`config.mk`:
```
export PLATFORM = sky130hd
export DESIGN_NAME = reset_source_and_cop_watchdog
export DESIGN_NICKNAME = d
export VERILOG_FILES = /design/src/reset_cop_pkg.sv /design/src/watchdog_if.sv /design/src/write_once_reg.sv /design/src/watchdog_timer.sv /design/src/reset_source_and_cop_watchdog.sv
export SDC_FILE = /design/constraint.sdc
export NUM_CORES = 1
export LEC_CHECK = 0
export ABC_CLOCK_PERIOD_IN_PS = 2400
export BUFFER_PORTS_ARGS = -buffer_cell sky130_fd_sc_hd__buf_4
export CELL_PAD_IN_SITES_DETAIL_PLACEMENT = 0
export CELL_PAD_IN_SITES_GLOBAL_PLACEMENT = 1
export CORE_MARGIN = 5
export CORE_UTILIZATION = 40
export DETAILED_ROUTE_END_ITERATION = 12
export PLACE_DENSITY_LB_ADDON = 0.15
export SYNTH_ARGS = -nofsm -noshare
export SYNTH_HDL_FRONTEND = slang
export SYNTH_SLANG_ARGS = --single-unit
```
`constraint.sdc`:
```
create_clock -name core_clk -period 2.4 [get_ports core_clk]
set_clock_uncertainty 0.1 [all_clocks]
set_input_delay 0 -clock core_clk [delete_from_list [all_inputs] [get_ports core_clk]]
set_output_delay 0 -clock core_clk [all_outputs]
set_load 0.005 [all_outputs]
```
`src/reset_cop_pkg.sv`:
```
// Functional notes
// - every reset sets flags of active sources and clears flags of inactive ones, except that low-voltage reset keeps bit 7
// - a debug forced reset alone leaves every status flag cleared
// - outside window mode any write to the status address restarts the watchdog; flags stay unchanged
// - power-on sets bit 7 and bit 1, all other status bits cleared
// - low-voltage reset keeps bit 7, sets bit 1, clears the rest
// - external pin low level sets bit 6
// - watchdog timeout sets bit 5; never happens while watchdog disabled
// - illegal opcode, disabled stop or disabled background instruction resets, sets bit 4
// - loss of external clock sets bit 2
// - low-voltage trip resets only with both reset and stop-detect enables; sets bit 1
// - debug write of 1 to bit 0 of force register causes full reset
// - user program writes to force register are ignored; debug port only
// - force register always reads zero
// - options one register readable always, only first write after reset taken
// - options one bits 3 and 2 always read zero
// - stop enable resets to 0; stop while disabled is an illegal opcode reset
// - timeout field with clock select picks period; code 00 disables watchdog
// - oscillator clock codes 01, 10, 11 overflow after 2^5, 2^8, 2^10 ticks
// - bus clock overflow 2^13, 2^16, 2^18; window opens at 6144, 49152, 196608
// - window mode restart is write 0x55 then 0xAA; early write resets
// - clock select 0 picks the 1 kHz oscillator, 1 the bus clock
package reset_cop_pkg;
  localparam int CLK_PERIOD_NS = 10;
  localparam int LPO_PERIOD_NS = 1000000;
  localparam int LPO_DIV_CYCLES = LPO_PERIOD_NS / CLK_PERIOD_NS;
  localparam int WDOG_CNT_W = 18;
  // register indices on the register port
  localparam logic [1:0] ADDR_STATUS = 2'h0;
  localparam logic [1:0] ADDR_FORCE = 2'h1;
  localparam logic [1:0] ADDR_OPT1 = 2'h2;
  localparam logic [1:0] ADDR_OPT2 = 2'h3;
  // status bit positions
  localparam int STAT_POWER_ON = 7;
  localparam int STAT_PIN = 6;
  localparam int STAT_WDOG = 5;
  localparam int STAT_ILLEGAL = 4;
  localparam int STAT_CLK_LOSS = 2;
  localparam int STAT_LOW_VOLT = 1;
  localparam logic [7:0] STATUS_POR_VALUE = 8'h82;
  localparam int FORCE_BIT = 0;
  // options one layout
  localparam int OPT1_TIMEOUT_LO = 6;
  localparam int OPT1_STOP = 5;
  localparam logic [7:0] OPT1_RESET = 8'hC0;
  localparam logic [7:0] OPT1_MASK = 8'hE0;
  // options two layout
  localparam int OPT2_CLKSEL = 7;
  localparam int OPT2_WINDOW = 6;
  localparam logic [7:0] OPT2_RESET = 8'h00;
  localparam logic [7:0] OPT2_MASK = 8'hC0;
  // window restart keys
  localparam logic [7:0] WIN_KEY_FIRST = 8'h55;
  localparam logic [7:0] WIN_KEY_SECOND = 8'hAA;
  // overflow and window counts
  localparam int LPO_OVF_1 = 32;
  localparam int LPO_OVF_2 = 256;
  localparam int LPO_OVF_3 = 1024;
  localparam int BUS_OVF_1 = 8192;
  localparam int BUS_OVF_2 = 65536;
  localparam int BUS_OVF_3 = 262144;
  localparam int BUS_WIN_1 = 6144;
  localparam int BUS_WIN_2 = 49152;
  localparam int BUS_WIN_3 = 196608;

  typedef enum logic [1:0] {
    WD_OFF = 2'b00,
    WD_SHORT = 2'b01,
    WD_MID = 2'b10,
    WD_LONG = 2'b11
  } wd_timeout_t;

  typedef enum logic [1:0] {
    SEQ_IDLE = 2'b00,
    SEQ_ARMED = 2'b01
  } win_seq_t;
endpackage

```
`src/watchdog_if.sv`:
```
`timescale 1ns/1ps
interface watchdog_if;
  import reset_cop_pkg::*;
  logic clk_sel;
  logic window_mode;
  wd_timeout_t timeout;
  logic restart;
  logic window_open;
  logic expired;
  modport ctrl (output clk_sel, output window_mode, output timeout, output restart,
                input window_open, input expired);
  modport timer (input clk_sel, input window_mode, input timeout, input restart,
                 output window_open, output expired);
endinterface // watchdog_if

```
`src/write_once_reg.sv`:
```
`timescale 1ns/1ps
module write_once_reg #(
  parameter int W = 8,
  parameter logic [W-1:0] RESET_VAL = '0,
  parameter logic [W-1:0] WRITE_MASK = '1
) (
  // clock and reset
  input wire logic core_clk,
  input wire logic rst,
  input wire logic clear,
  // write side
  input wire logic wr,
  input wire logic [W-1:0] d,
  output logic [W-1:0] q
);
  logic written;
  wire take = wr & ~written & ~clear;

  always_ff @(posedge core_clk or posedge rst)
  begin
    if (rst)
    begin
      q <= RESET_VAL;
      written <= 1'b0;
    end
    else if (clear)
    begin
      q <= RESET_VAL;
      written <= 1'b0;
    end
    else if (take)
    begin
      q <= d & WRITE_MASK;
      written <= 1'b1;
    end
  end
endmodule // write_once_reg

```
`src/watchdog_timer.sv`:
```
`timescale 1ns/1ps
module watchdog_timer
  import reset_cop_pkg::*;
#(
  parameter int LPO_DIV = LPO_DIV_CYCLES,
  parameter int B_OVF_1 = BUS_OVF_1,
  parameter int B_OVF_2 = BUS_OVF_2,
  parameter int B_OVF_3 = BUS_OVF_3,
  parameter int B_WIN_1 = BUS_WIN_1,
  parameter int B_WIN_2 = BUS_WIN_2,
  parameter int B_WIN_3 = BUS_WIN_3
) (
  // clock and reset
  input wire logic core_clk,
  input wire logic rst,
  // control side
  watchdog_if.timer wd
);
  localparam int DW = $clog2(LPO_DIV + 1);
  localparam logic [DW-1:0] DIV_LAST = DW'(LPO_DIV - 1);
  localparam logic [WDOG_CNT_W-1:0] L1 = WDOG_CNT_W'(LPO_OVF_1 - 1);
  localparam logic [WDOG_CNT_W-1:0] L2 = WDOG_CNT_W'(LPO_OVF_2 - 1);
  localparam logic [WDOG_CNT_W-1:0] L3 = WDOG_CNT_W'(LPO_OVF_3 - 1);
  localparam logic [WDOG_CNT_W-1:0] B1 = WDOG_CNT_W'(B_OVF_1 - 1);
  localparam logic [WDOG_CNT_W-1:0] B2 = WDOG_CNT_W'(B_OVF_2 - 1);
  localparam logic [WDOG_CNT_W-1:0] B3 = WDOG_CNT_W'(B_OVF_3 - 1);
  localparam logic [WDOG_CNT_W-1:0] W1 = WDOG_CNT_W'(B_WIN_1);
  localparam logic [WDOG_CNT_W-1:0] W2 = WDOG_CNT_W'(B_WIN_2);
  localparam logic [WDOG_CNT_W-1:0] W3 = WDOG_CNT_W'(B_WIN_3);

  logic [DW-1:0] div;
  logic lpo_tick;
  logic [WDOG_CNT_W-1:0] count;
  logic expired_q;

  // 1 kHz oscillator tick derived from the core clock
  wire div_wrap = (div == DIV_LAST);
  wire enabled = (wd.timeout != WD_OFF);
  wire tick = wd.clk_sel ? 1'b1 : lpo_tick;
  wire [WDOG_CNT_W-1:0] lpo_last = (wd.timeout == WD_SHORT) ? L1 :
                                   (wd.timeout == WD_MID) ? L2 : L3;
  wire [WDOG_CNT_W-1:0] bus_last = (wd.timeout == WD_SHORT) ? B1 :
                                   (wd.timeout == WD_MID) ? B2 : B3;
  wire [WDOG_CNT_W-1:0] win_first = (wd.timeout == WD_SHORT) ? W1 :
                                    (wd.timeout == WD_MID) ? W2 : W3;
  wire [WDOG_CNT_W-1:0] last = wd.clk_sel ? bus_last : lpo_last;
  wire at_last = (count == last);
  wire overflow = enabled & tick & at_last & ~wd.restart;
  wire [WDOG_CNT_W-1:0] next_count = wd.restart ? '0 :
                                     (~enabled | ~tick) ? count :
                                     at_last ? '0 : count + 1'b1;

  // outside window mode every restart is in the window
  assign wd.window_open = ~wd.window_mode | (count >= win_first);
  assign wd.expired = expired_q;

  always_ff @(posedge core_clk or posedge rst)
  begin
    if (rst)
    begin
      div <= '0;
      lpo_tick <= 1'b0;
    end
    else
    begin
      div <= div_wrap ? '0 : div + 1'b1;
      lpo_tick <= div_wrap;
    end
  end

  always_ff @(posedge core_clk or posedge rst)
  begin
    if (rst)
    begin
      count <= '0;
      expired_q <= 1'b0;
    end
    else
    begin
      count <= next_count;
      expired_q <= overflow;
    end
  end
endmodule // watchdog_timer

```
`src/reset_source_and_cop_watchdog.sv`:
```
`timescale 1ns/1ps
module reset_source_and_cop_watchdog
  import reset_cop_pkg::*;
#(
  parameter int LPO_DIV = LPO_DIV_CYCLES,
  parameter int B_OVF_1 = BUS_OVF_1,
  parameter int B_OVF_2 = BUS_OVF_2,
  parameter int B_OVF_3 = BUS_OVF_3,
  parameter int B_WIN_1 = BUS_WIN_1,
  parameter int B_WIN_2 = BUS_WIN_2,
  parameter int B_WIN_3 = BUS_WIN_3
) (
  // clock and power-on reset
  input wire logic core_clk,
  input wire logic rst,
  // cpu register port
  input wire logic reg_wr,
  input wire logic reg_rd,
  input wire logic [1:0] reg_addr,
  input wire logic [7:0] reg_wdata,
  output logic [7:0] reg_rdata,
  // serial background debug write port
  input wire logic dbg_wr,
  input wire logic [1:0] dbg_addr,
  input wire logic [7:0] dbg_wdata,
  // reset sources
  input wire logic reset_pin_n,
  input wire logic clock_lost,
  input wire logic low_voltage_trip,
  input wire logic low_voltage_reset_enable,
  input wire logic low_voltage_stop_enable,
  input wire logic opcode_unimplemented,
  input wire logic stop_executed,
  input wire logic background_executed,
  input wire logic background_mode_enable,
  // system outputs
  output logic sys_reset,
  output logic stop_mode_allowed,
  output logic watchdog_running
);
  logic [7:0] status;
  logic [7:0] opt1;
  logic [7:0] opt2;
  win_seq_t seq;
  win_seq_t next_seq;
  watchdog_if wd ();

  // register port and debug port decode
  wire wr_status = reg_wr & (reg_addr == ADDR_STATUS);
  wire wr_opt1 = reg_wr & (reg_addr == ADDR_OPT1);
  wire wr_opt2 = reg_wr & (reg_addr == ADDR_OPT2);
  wire force_req = dbg_wr & (dbg_addr == ADDR_FORCE) & dbg_wdata[FORCE_BIT];

  // configuration fields
  wire stop_en = opt1[OPT1_STOP];
  wire [1:0] timeout_code = opt1[OPT1_TIMEOUT_LO +: 2];
  wire wd_on = (timeout_code != 2'b00);
  wire window_active = wd_on & opt2[OPT2_CLKSEL] & opt2[OPT2_WINDOW];

  // window restart sequence
  wire early_write = wr_status & window_active & ~wd.window_open;
  wire key_first = wr_status & (reg_wdata == WIN_KEY_FIRST);
  wire key_second = wr_status & (reg_wdata == WIN_KEY_SECOND) & (seq == SEQ_ARMED);
  wire win_restart = window_active & wd.window_open & key_second;
  wire plain_restart = wr_status & ~window_active;

  // reset sources sampled this cycle
  wire src_pin = ~reset_pin_n;
  wire src_loc = clock_lost;
  wire src_lvd = low_voltage_trip & low_voltage_reset_enable
                 & low_voltage_stop_enable;
  wire src_illegal_opcode_flag = opcode_unimplemented | (stop_executed & ~stop_en)
                  | (background_executed & ~background_mode_enable);
  wire src_wdog = wd.expired | early_write;
  wire any_src = src_pin | src_loc | src_lvd | src_illegal_opcode_flag | src_wdog | force_req;

  // a forced reset alone leaves all flags clear
  wire [7:0] next_status = {src_lvd ? status[STAT_POWER_ON] : 1'b0, src_pin, src_wdog,
                            src_illegal_opcode_flag, 1'b0, src_loc, src_lvd, 1'b0};

  wire [7:0] next_rdata = (reg_addr == ADDR_STATUS) ? status :
                          (reg_addr == ADDR_OPT1) ? (opt1 & OPT1_MASK) :
                          (reg_addr == ADDR_OPT2) ? (opt2 & OPT2_MASK) :
                          8'h00;

  assign wd.clk_sel = opt2[OPT2_CLKSEL];
  assign wd.window_mode = opt2[OPT2_WINDOW];
  assign wd.timeout = wd_timeout_t'(timeout_code);
  assign wd.restart = sys_reset | plain_restart | win_restart;

  always_comb
  begin
    next_seq = seq;
    case (seq)
      SEQ_IDLE:
      begin
        if (key_first)
          next_seq = SEQ_ARMED;
      end
      SEQ_ARMED:
      begin
        if (wr_status & ~key_first)
          next_seq = SEQ_IDLE;
      end
      default:
        next_seq = SEQ_IDLE;
    endcase
    if (sys_reset | ~window_active)
      next_seq = SEQ_IDLE;
  end

  write_once_reg #(
    .W(8),
    .RESET_VAL(OPT1_RESET),
    .WRITE_MASK(OPT1_MASK)
  ) u_opt1 (
    .core_clk(core_clk),
    .rst(rst),
    .clear(sys_reset),
    .wr(wr_opt1),
    .d(reg_wdata),
    .q(opt1)
  );

  write_once_reg #(
    .W(8),
    .RESET_VAL(OPT2_RESET),
    .WRITE_MASK(OPT2_MASK)
  ) u_opt2 (
    .core_clk(core_clk),
    .rst(rst),
    .clear(sys_reset),
    .wr(wr_opt2),
    .d(reg_wdata),
    .q(opt2)
  );

  watchdog_timer #(
    .LPO_DIV(LPO_DIV),
    .B_OVF_1(B_OVF_1),
    .B_OVF_2(B_OVF_2),
    .B_OVF_3(B_OVF_3),
    .B_WIN_1(B_WIN_1),
    .B_WIN_2(B_WIN_2),
    .B_WIN_3(B_WIN_3)
  ) u_timer (
    .core_clk(core_clk),
    .rst(rst),
    .wd(wd)
  );

  always_ff @(posedge core_clk or posedge rst)
  begin
    if (rst)
      status <= STATUS_POR_VALUE;
    else if (any_src)
      status <= next_status;
  end

  always_ff @(posedge core_clk or posedge rst)
  begin
    if (rst)
    begin
      sys_reset <= 1'b0;
      seq <= SEQ_IDLE;
    end
    else
    begin
      sys_reset <= any_src;
      seq <= next_seq;
    end
  end

  always_ff @(posedge core_clk or posedge rst)
  begin
    if (rst)
    begin
      reg_rdata <= 8'h00;
      stop_mode_allowed <= 1'b0;
      watchdog_running <= 1'b0;
    end
    else
    begin
      if (reg_rd)
        reg_rdata <= next_rdata;
      stop_mode_allowed <= stop_en;
      watchdog_running <= wd_on;
    end
  end
endmodule // reset_source_and_cop_watchdog

```
==> metrics.md, run 1 <==
| Metric | Value |
|---|---|
| Die X | between 90 and 100 um |
| NetSw | 0.0004713 W |
| Post-Syn Area | 3177 um2 |
| Initial antenna violation count | 0 |
| Crit-path max FO | 7 |
| Register area share after synthesis | 0.4742 |
| Std cell rows | 32 |
| Worst EP required | 2520 ps |
| Per-cell routed wire length | 14.76 um |
| Finished Cell Area | 4340 um2 |
| Final-layout fill cell count | 675 |
| Crit path largest cell delay | roughly 550 ps |
| Yosys reg bits | 60 |
| Hold Fails Final Rpt | 0 |
| Grt ovf | 0 |
| Final Max Tran Viols | 0 |
| EDFF count, synth | 0 |
| Hold crit path type | primary input to flop |
| PwrDens | 510.6 nW/um2 |
| Core area | between 7000 and 8000 um2 |
| Synth top area share | 0.4411 |
| Maximum buffer depth of the clock tree | 2 |
| Setup violators final | 0 |
| CP endpoint kind | flop |
| Vias per inst | 5.083 |
| Clk pwr share | 0.471 |
| Crit-path slowest cell | dfstp_2 |
| Ranking of synthesized cells by area | dfrtp_1, xor2_1, ha_1 |
| Crit path cell chain | buf_6 -> ha_4 -> nor2b_2 -> or4_4 -> a2111oi_4 -> nand3_2 -> buf_6 -> nor3b_2 |
| P_leak | 1.896 nW |
| Peak VDD IR | 0.3559 mV |
| Top-count cell post-synth | dfrtp_1 |
| Die height | 99.12 um |
| TritonCTS clock tree | yes |
| # diodes | 0 |
| Root Driver | clkbuf_8 |
| Tot GR Track Use | 0.1642 |
| RSZ-0062 raised after global routing | yes |
| Vias | 2643 |
| Non-Filler Instances | 520 |
| Worst path most repeated cell | buf_6 |
| Clock Pin Slew Worst Setup and Hold Paths | around 70 ps |
| Crit path time final | 2370 ps |
| Relative slew slack | 0.5496 |
| Pint | 0.001745 W |
| Switching Share | 0.2126 |
| First-pass GRT wire length | around 13 mm |
| Area after DPL | 3714 um2 |
| Starting DRC count in detailed routing | 77 |
| Share of cells above drive strength 1 | 0.2703 |
| Post-DP HPWL | 5.239 mm |
| Number of I/O pins | 45 |
| Num CTS Buffers | 9 |
| Yosys cell types | 50 |
| WS Path Type | flop to flop |
| Element type at the critical path start | flop |
| Die area | 9824 um2 |
| Starting Density | 0.4111 |
| Clk_lat worst skew | 340 ps |
| Critical Path AT | 2490 ps |
| Post-DRT Antenna Nets | 0 |
| Count of yosys warnings during synthesis | 0 |
| Port bufs | 35 |
| Max Cap Viol | 0 |
| Final worst-path cycle share | 0.9877 |
| DRC viols | 0 |
| Ys flop type | dfrtp_1 |
| Syn_area_per_cell | 9.598 um2 |
| Number of global-route vias before repair | 2597 |
| Synth-to-layout area growth | 36.63% |
| Synth Instances | 331 |
| Hold WS | 45.63 ps |
| Least-Margin Pin Slew | 674.6 ps |
| Combinational power share | 0.065 |
| Pre-antenna DRT Iters | 4 |
| Clk sinks | 60 |
| DP Cell Count | 482 |
| Largest net degree at the start of global routing | 32 |
| Highest clock rate | 0.4219 GHz |
| Outcome | completed |
| Async set or reset register ratio after synthesis | 1.000 |
| Routability cong. | 0.7844 |
| H-tree depth | 3 |
| Synth top cells by count | dfrtp_1, nor2_1, nand2_1, nand3_1, inv_1 |
| Final WL | 7.674 mm |
| Fin nets | 459 |
| Seq pwr share | 0.464 |
| Largest area contributor in the netlist | dfrtp_1 |
## flip-flops by register name, summed over array words and instances, names as in the netlist
name / flops
reg_rdata: 6
seq: 1
status: 6
stop_mode_allowed: 1
sys_reset: 1
u_opt1.q: 3
u_opt1.written: 1
u_opt2.q: 2
u_opt2.written: 1
u_timer.count: 18
u_timer.div: 17
u_timer.lpo_tick: 1
u_timer.wd.expired: 1
watchdog_running: 1
## metal layers
metal | vias up | GRT usage | share of wire
met3 | 13 | 0.05049 | 0.036
met2 | 33 | 0.2546 | 0.48
met5 | - | 0 | 0
met1 | 1277 | 0.2222 | 0.46
li1 | 1320 | - | -
met4 | 0 | 0.04727 | 0.016
## repair_timing
action,CTS,global route
endpoints found under the setup margin,20,24
hold endpoints to repair,51,0
hold buffers,20,0
setup buffers,0,2
gates resized for setup,17,22
pin swaps,4,16
## layout make-up
class,count,area [um2],share of cell area
Multi-Input combinational cell,241,1709,0.3938
Sequential cell,60,1506,0.3471
Timing Repair Buffer,80,690.7,0.1591
Clock buffer,13,158.9,0.03661
Tap cell,102,127.6,0.02940
Inverter,21,78.83,0.01816
Clock inverter,3,68.82,0.01585
## power by group through the flow
stage               logic (W)  clock network [W]  registers, W
floorplan           0.0000522                  0       0.00105
global placement     0.000116                  0       0.00105
detailed placement   0.000117                  0       0.00105
CTS                  0.000143            0.00108       0.00103
global route         0.000159            0.00113       0.00103
finish               0.000144            0.00104       0.00103
## stage by stage
stage	total power, W	TNS [ps]	setup slack, ps	utilization
after global routing	0.002319	-639.9	-71.98	0.5617
after global placement	0.001163	-306.5	-94.52	0.4806
after floorplan	0.001099	0	8.188	-
after CTS	0.002255	-26.57	-16.87	0.5481
after detailed placement	0.001165	-1345	-180.0	0.4806
final	0.002216	0	29.57	0.5617
## layout by cell type, fill, tap and decap left out, types with 3 or more instances in the layout
master | Yosys | final
nor3_1 | 13 | 10
inv_2 | 0 | 5
buf_4 | 2 | 54
xor2_1 | 19 | 19
nand3_1 | 22 | 21
a31oi_1 | 3 | 3
dfstp_2 | 4 | 4
inv_1 | 21 | 16
nand2_2 | 0 | 4
or3_1 | 3 | 3
xnor2_1 | 10 | 10
o211ai_1 | 3 | 3
nor2b_1 | 4 | 3
nor2_1 | 40 | 40
nand2b_1 | 3 | 3
a21oi_1 | 9 | 9
ha_4 | 0 | 6
nand2_1 | 26 | 22
dfrtp_1 | 56 | 56
nor3b_2 | 0 | 6
or4_1 | 5 | 4
and3_1 | 6 | 6
ha_1 | 12 | 6
a22oi_1 | 3 | 3
mux2i_1 | 5 | 5
nor3_2 | 0 | 3
dlygate4sd3_1 | 0 | 20
clkbuf_8 | 0 | 11
nand4_1 | 6 | 6
nor4bb_1 | 3 | 3
buf_6 | 1 | 4
o21ai_0 | 13 | 11
## worst max-delay path, delay by kind of cell (launching register included)
family / cells / cell delay, ps
simple gates: 4 / 800
flops: 1 / 550
compound gates: 1 / 400
buf+inv: 2 / 290
fa+ha+maj: 1 / 140
## logic make-up after synthesis
group / synth area share
buf+inv: 0.04214
compound gates: 0.08625
other cells: 0.001180
simple gates: 0.2497
flops: 0.4742
xor+xnor: 0.07995
mux: 0.01930
fa+ha+maj: 0.04726
## final timing paths
kind / from / end / slack, ps / cells after the start
worst max-delay path: u_opt1.q[6] / u_timer.count[11] / 30 / 8
worst min-delay path: low_voltage_stop_enable / sys_reset / 50 / 5
worst max register to register: u_opt1.q[6] / u_timer.count[11] / 30 / 8
worst min register to register: u_timer.div[0] / u_timer.div[0] / 370 / 1
max in group asynchronous: rst / u_opt1.q[6] / 1320 / 4
min in group asynchronous: rst / reg_rdata[2] / 220 / 3
Note: power is estimated with default switching activity, not from simulation.
==> inputs of run 2 (changes only) <==
Settings changed: REMOVE_ABC_BUFFERS set to 1.
==> metrics.md, run 2 (synthesis gave the netlist of run 1 again) <==
| Metric | Value |
|---|---|
| Max FFs per register | 18 |
| Fin nets | about 460 |
| CP endpoint kind | flop |
| Worst EP required | 2550 ps |
| Highest clock rate | 0.4110 GHz |
| # diodes | 0 |
| Maximum buffer depth of the clock tree | 2 |
| Starting Density | 0.4111 |
| Number of I/O pins | 45 |
| Clk_lat worst skew | roughly 330 ps |
| Post-DP HPWL | 5.422 mm |
| Routability cong. | 0.7830 |
| Hold crit path type | primary input to flop |
| Synth-to-layout area growth | 37.02% |
| Core area | 7727 um2 |
| TritonCTS clock tree | yes |
| Grt ovf | 0 |
| Commonest non-fill, non-tap cell in the layout | buf_4 |
| H-tree depth | 3 |
| Final TNS setup | -121.0 ps |
| Hold Fails Final Rpt | 0 |
| Number of global-route vias before repair | 2650 |
| PwrDens | 502.6 nW/um2 |
| Pre-antenna DRT Iters | 4 |
| Vias per inst | about 5.0 |
| DRC viols | 0 |
| Setup violators final | 10 |
| Outcome | complete, but fails checks |
| FF+latch area | 1506 um2 |
| Die area | between 9000 and 10000 um2 |
| Final Max Tran Viols | 0 |
| Final core occ | 0.5633 |
| Multi-input gate area | 1683 um2 |
| Top flop regs | u_timer.count (18), u_timer.div (17) |
| Post-DRT Antenna Nets | 0 |
| Port bufs | 35 |
| Failing checks | setup timing |
| Relative slew slack | 0.5796 |
| Vias | 2630 |
| Most frequent cells in the layout | buf_4, dfrtp_1, nor2_1 |
| Final WL | between 7 and 8 mm |
| Largest Register | u_timer.count |
| Hold WS | just under 50 ps |
| Share of cells above drive strength 1 | 0.2583 |
| Crit path time final | 2433 ps |
| Die X | 99.12 um |
| Num CTS Buffers | 9 |
| Final-layout fill cell count | 708 |
| Crit-path slowest cell | dfstp_2 |
| Per-cell routed wire length | 15.23 um |
| Clk sinks | 60 |
| WS Path Type | flop to flop |
| Critical Path AT | between 2000 and 3000 ps |
| Least-Margin Pin Slew | approximately 630 ps |
| RSZ-0062 raised after global routing | yes |
| Root Driver | clkbuf_8 |
| Std cell rows | 32 |
| Crit path cell chain | inv_4 -> ha_4 -> inv_4 -> ha_4 -> a211oi_2 -> nor2_1 -> a41o_1 -> nor3_2 -> o21ai_4 -> clkbuf_16 -> nor3b_2 |
| Crit path largest cell delay | 570 ps |
| Tot GR Track Use | 0.1623 |
| Crit-path max FO | 5 |
| Clock Pin Slew Worst Setup and Hold Paths | 70 ps |
| First-pass GRT wire length | roughly 13 mm |
| Initial antenna violation count | 0 |
| Starting DRC count in detailed routing | 94 |
| Max Cap Viol | 0 |
| Peak VDD IR | 0.3959 mV |
| Setup ws final | -33.18 ps |
| Largest net degree at the start of global routing | 25 |
| Final worst-path cycle share | 1.014 |
| P_leak | just under 2 nW |
| Element type at the critical path start | flop |
| Die height | ~99 um |
run 2: worst paths after layout:
path | from | to | slack [ps] | depth (start not counted)
min | low_voltage_stop_enable | sys_reset | 50 | 5
min in group asynchronous | rst | u_timer.div[1] | 140 | 3
max reg2reg | u_opt1.q[6] | u_timer.count[17] | -30 | 11
max | u_opt1.q[6] | u_timer.count[17] | -30 | 11
min reg2reg | u_timer.div[0] | u_timer.div[0] | 360 | 1
max in group asynchronous | rst | u_timer.count[2] | 1380 | 4
run 2: final cells by class:
type                    instances  share of cell area
clock buffers                  12             0.03334
clock inverters                 4             0.01667
inverters                      21             0.01926
multi-input cells             241              0.3866
flip-flops and latches         60              0.3461
well taps                     102             0.02932
repair buffers                 84              0.1687
run 2: metal layers:
| metal | global-route usage | up-vias | part of all wire |
|---|---|---|---|
| li1 | - | 1326 | - |
| met1 | 0.2204 | 1259 | 0.48 |
| met2 | 0.2598 | 40 | 0.48 |
| met3 | 0.04137 | 5 | 0.032 |
| met4 | 0.04097 | 0 | 0.0090 |
| met5 | 0 | - | 0 |
run 2: worst max-delay path: cells and delay by family (launching register included):
| kind | cells | cell delay [ps] |
|---|---|---|
| buffers and inverters | 3 | 300 |
| AND/OR/NAND/NOR | 3 | 460 |
| AO/OA/AOI/OAI | 3 | 570 |
| adder cells (fa/ha/maj) | 2 | 350 |
| flip-flops | 1 | 570 |
run 2: metrics by stage:
| stage | worst slack, ps | power [W] | cell area (um2) | cells |
|---|---|---|---|---|
| 6_report | -33.18 | 0.002188 | 4353 | 524 |
| 5_1_grt | -101.9 | 0.002289 | 4353 | 524 |
| 4_1_cts | 0.3102 | 0.002223 | 4212 | 520 |
| 3_5_place_dp | -160.5 | 0.001165 | 3709 | 483 |
| 3_3_place_gp | -98.38 | 0.001163 | 3709 | 483 |
| 2_1_floorplan | -58.91 | 0.001090 | 3126 | 322 |
run 2: power breakdown:
part	switching (W)	leakage [nW]	total (W)	internal [W]
registers	0.00000692	0.785	0.00103	0.00102
logic	0.0000673	1.03	0.000147	0.0000798
clock network	0.000399	0.107	0.00101	0.000613
run 2: timing repair:
action | 4_1_cts | 5_1_grt
setup endpoints to repair | 24 | 24
cloned | 0 | 2
gates resized for setup | 13 | 19
pin swaps | 2 | 8
hold buffers | 21 | 0
hold endpoints to repair | 40 | 0
setup buffers | 0 | 2
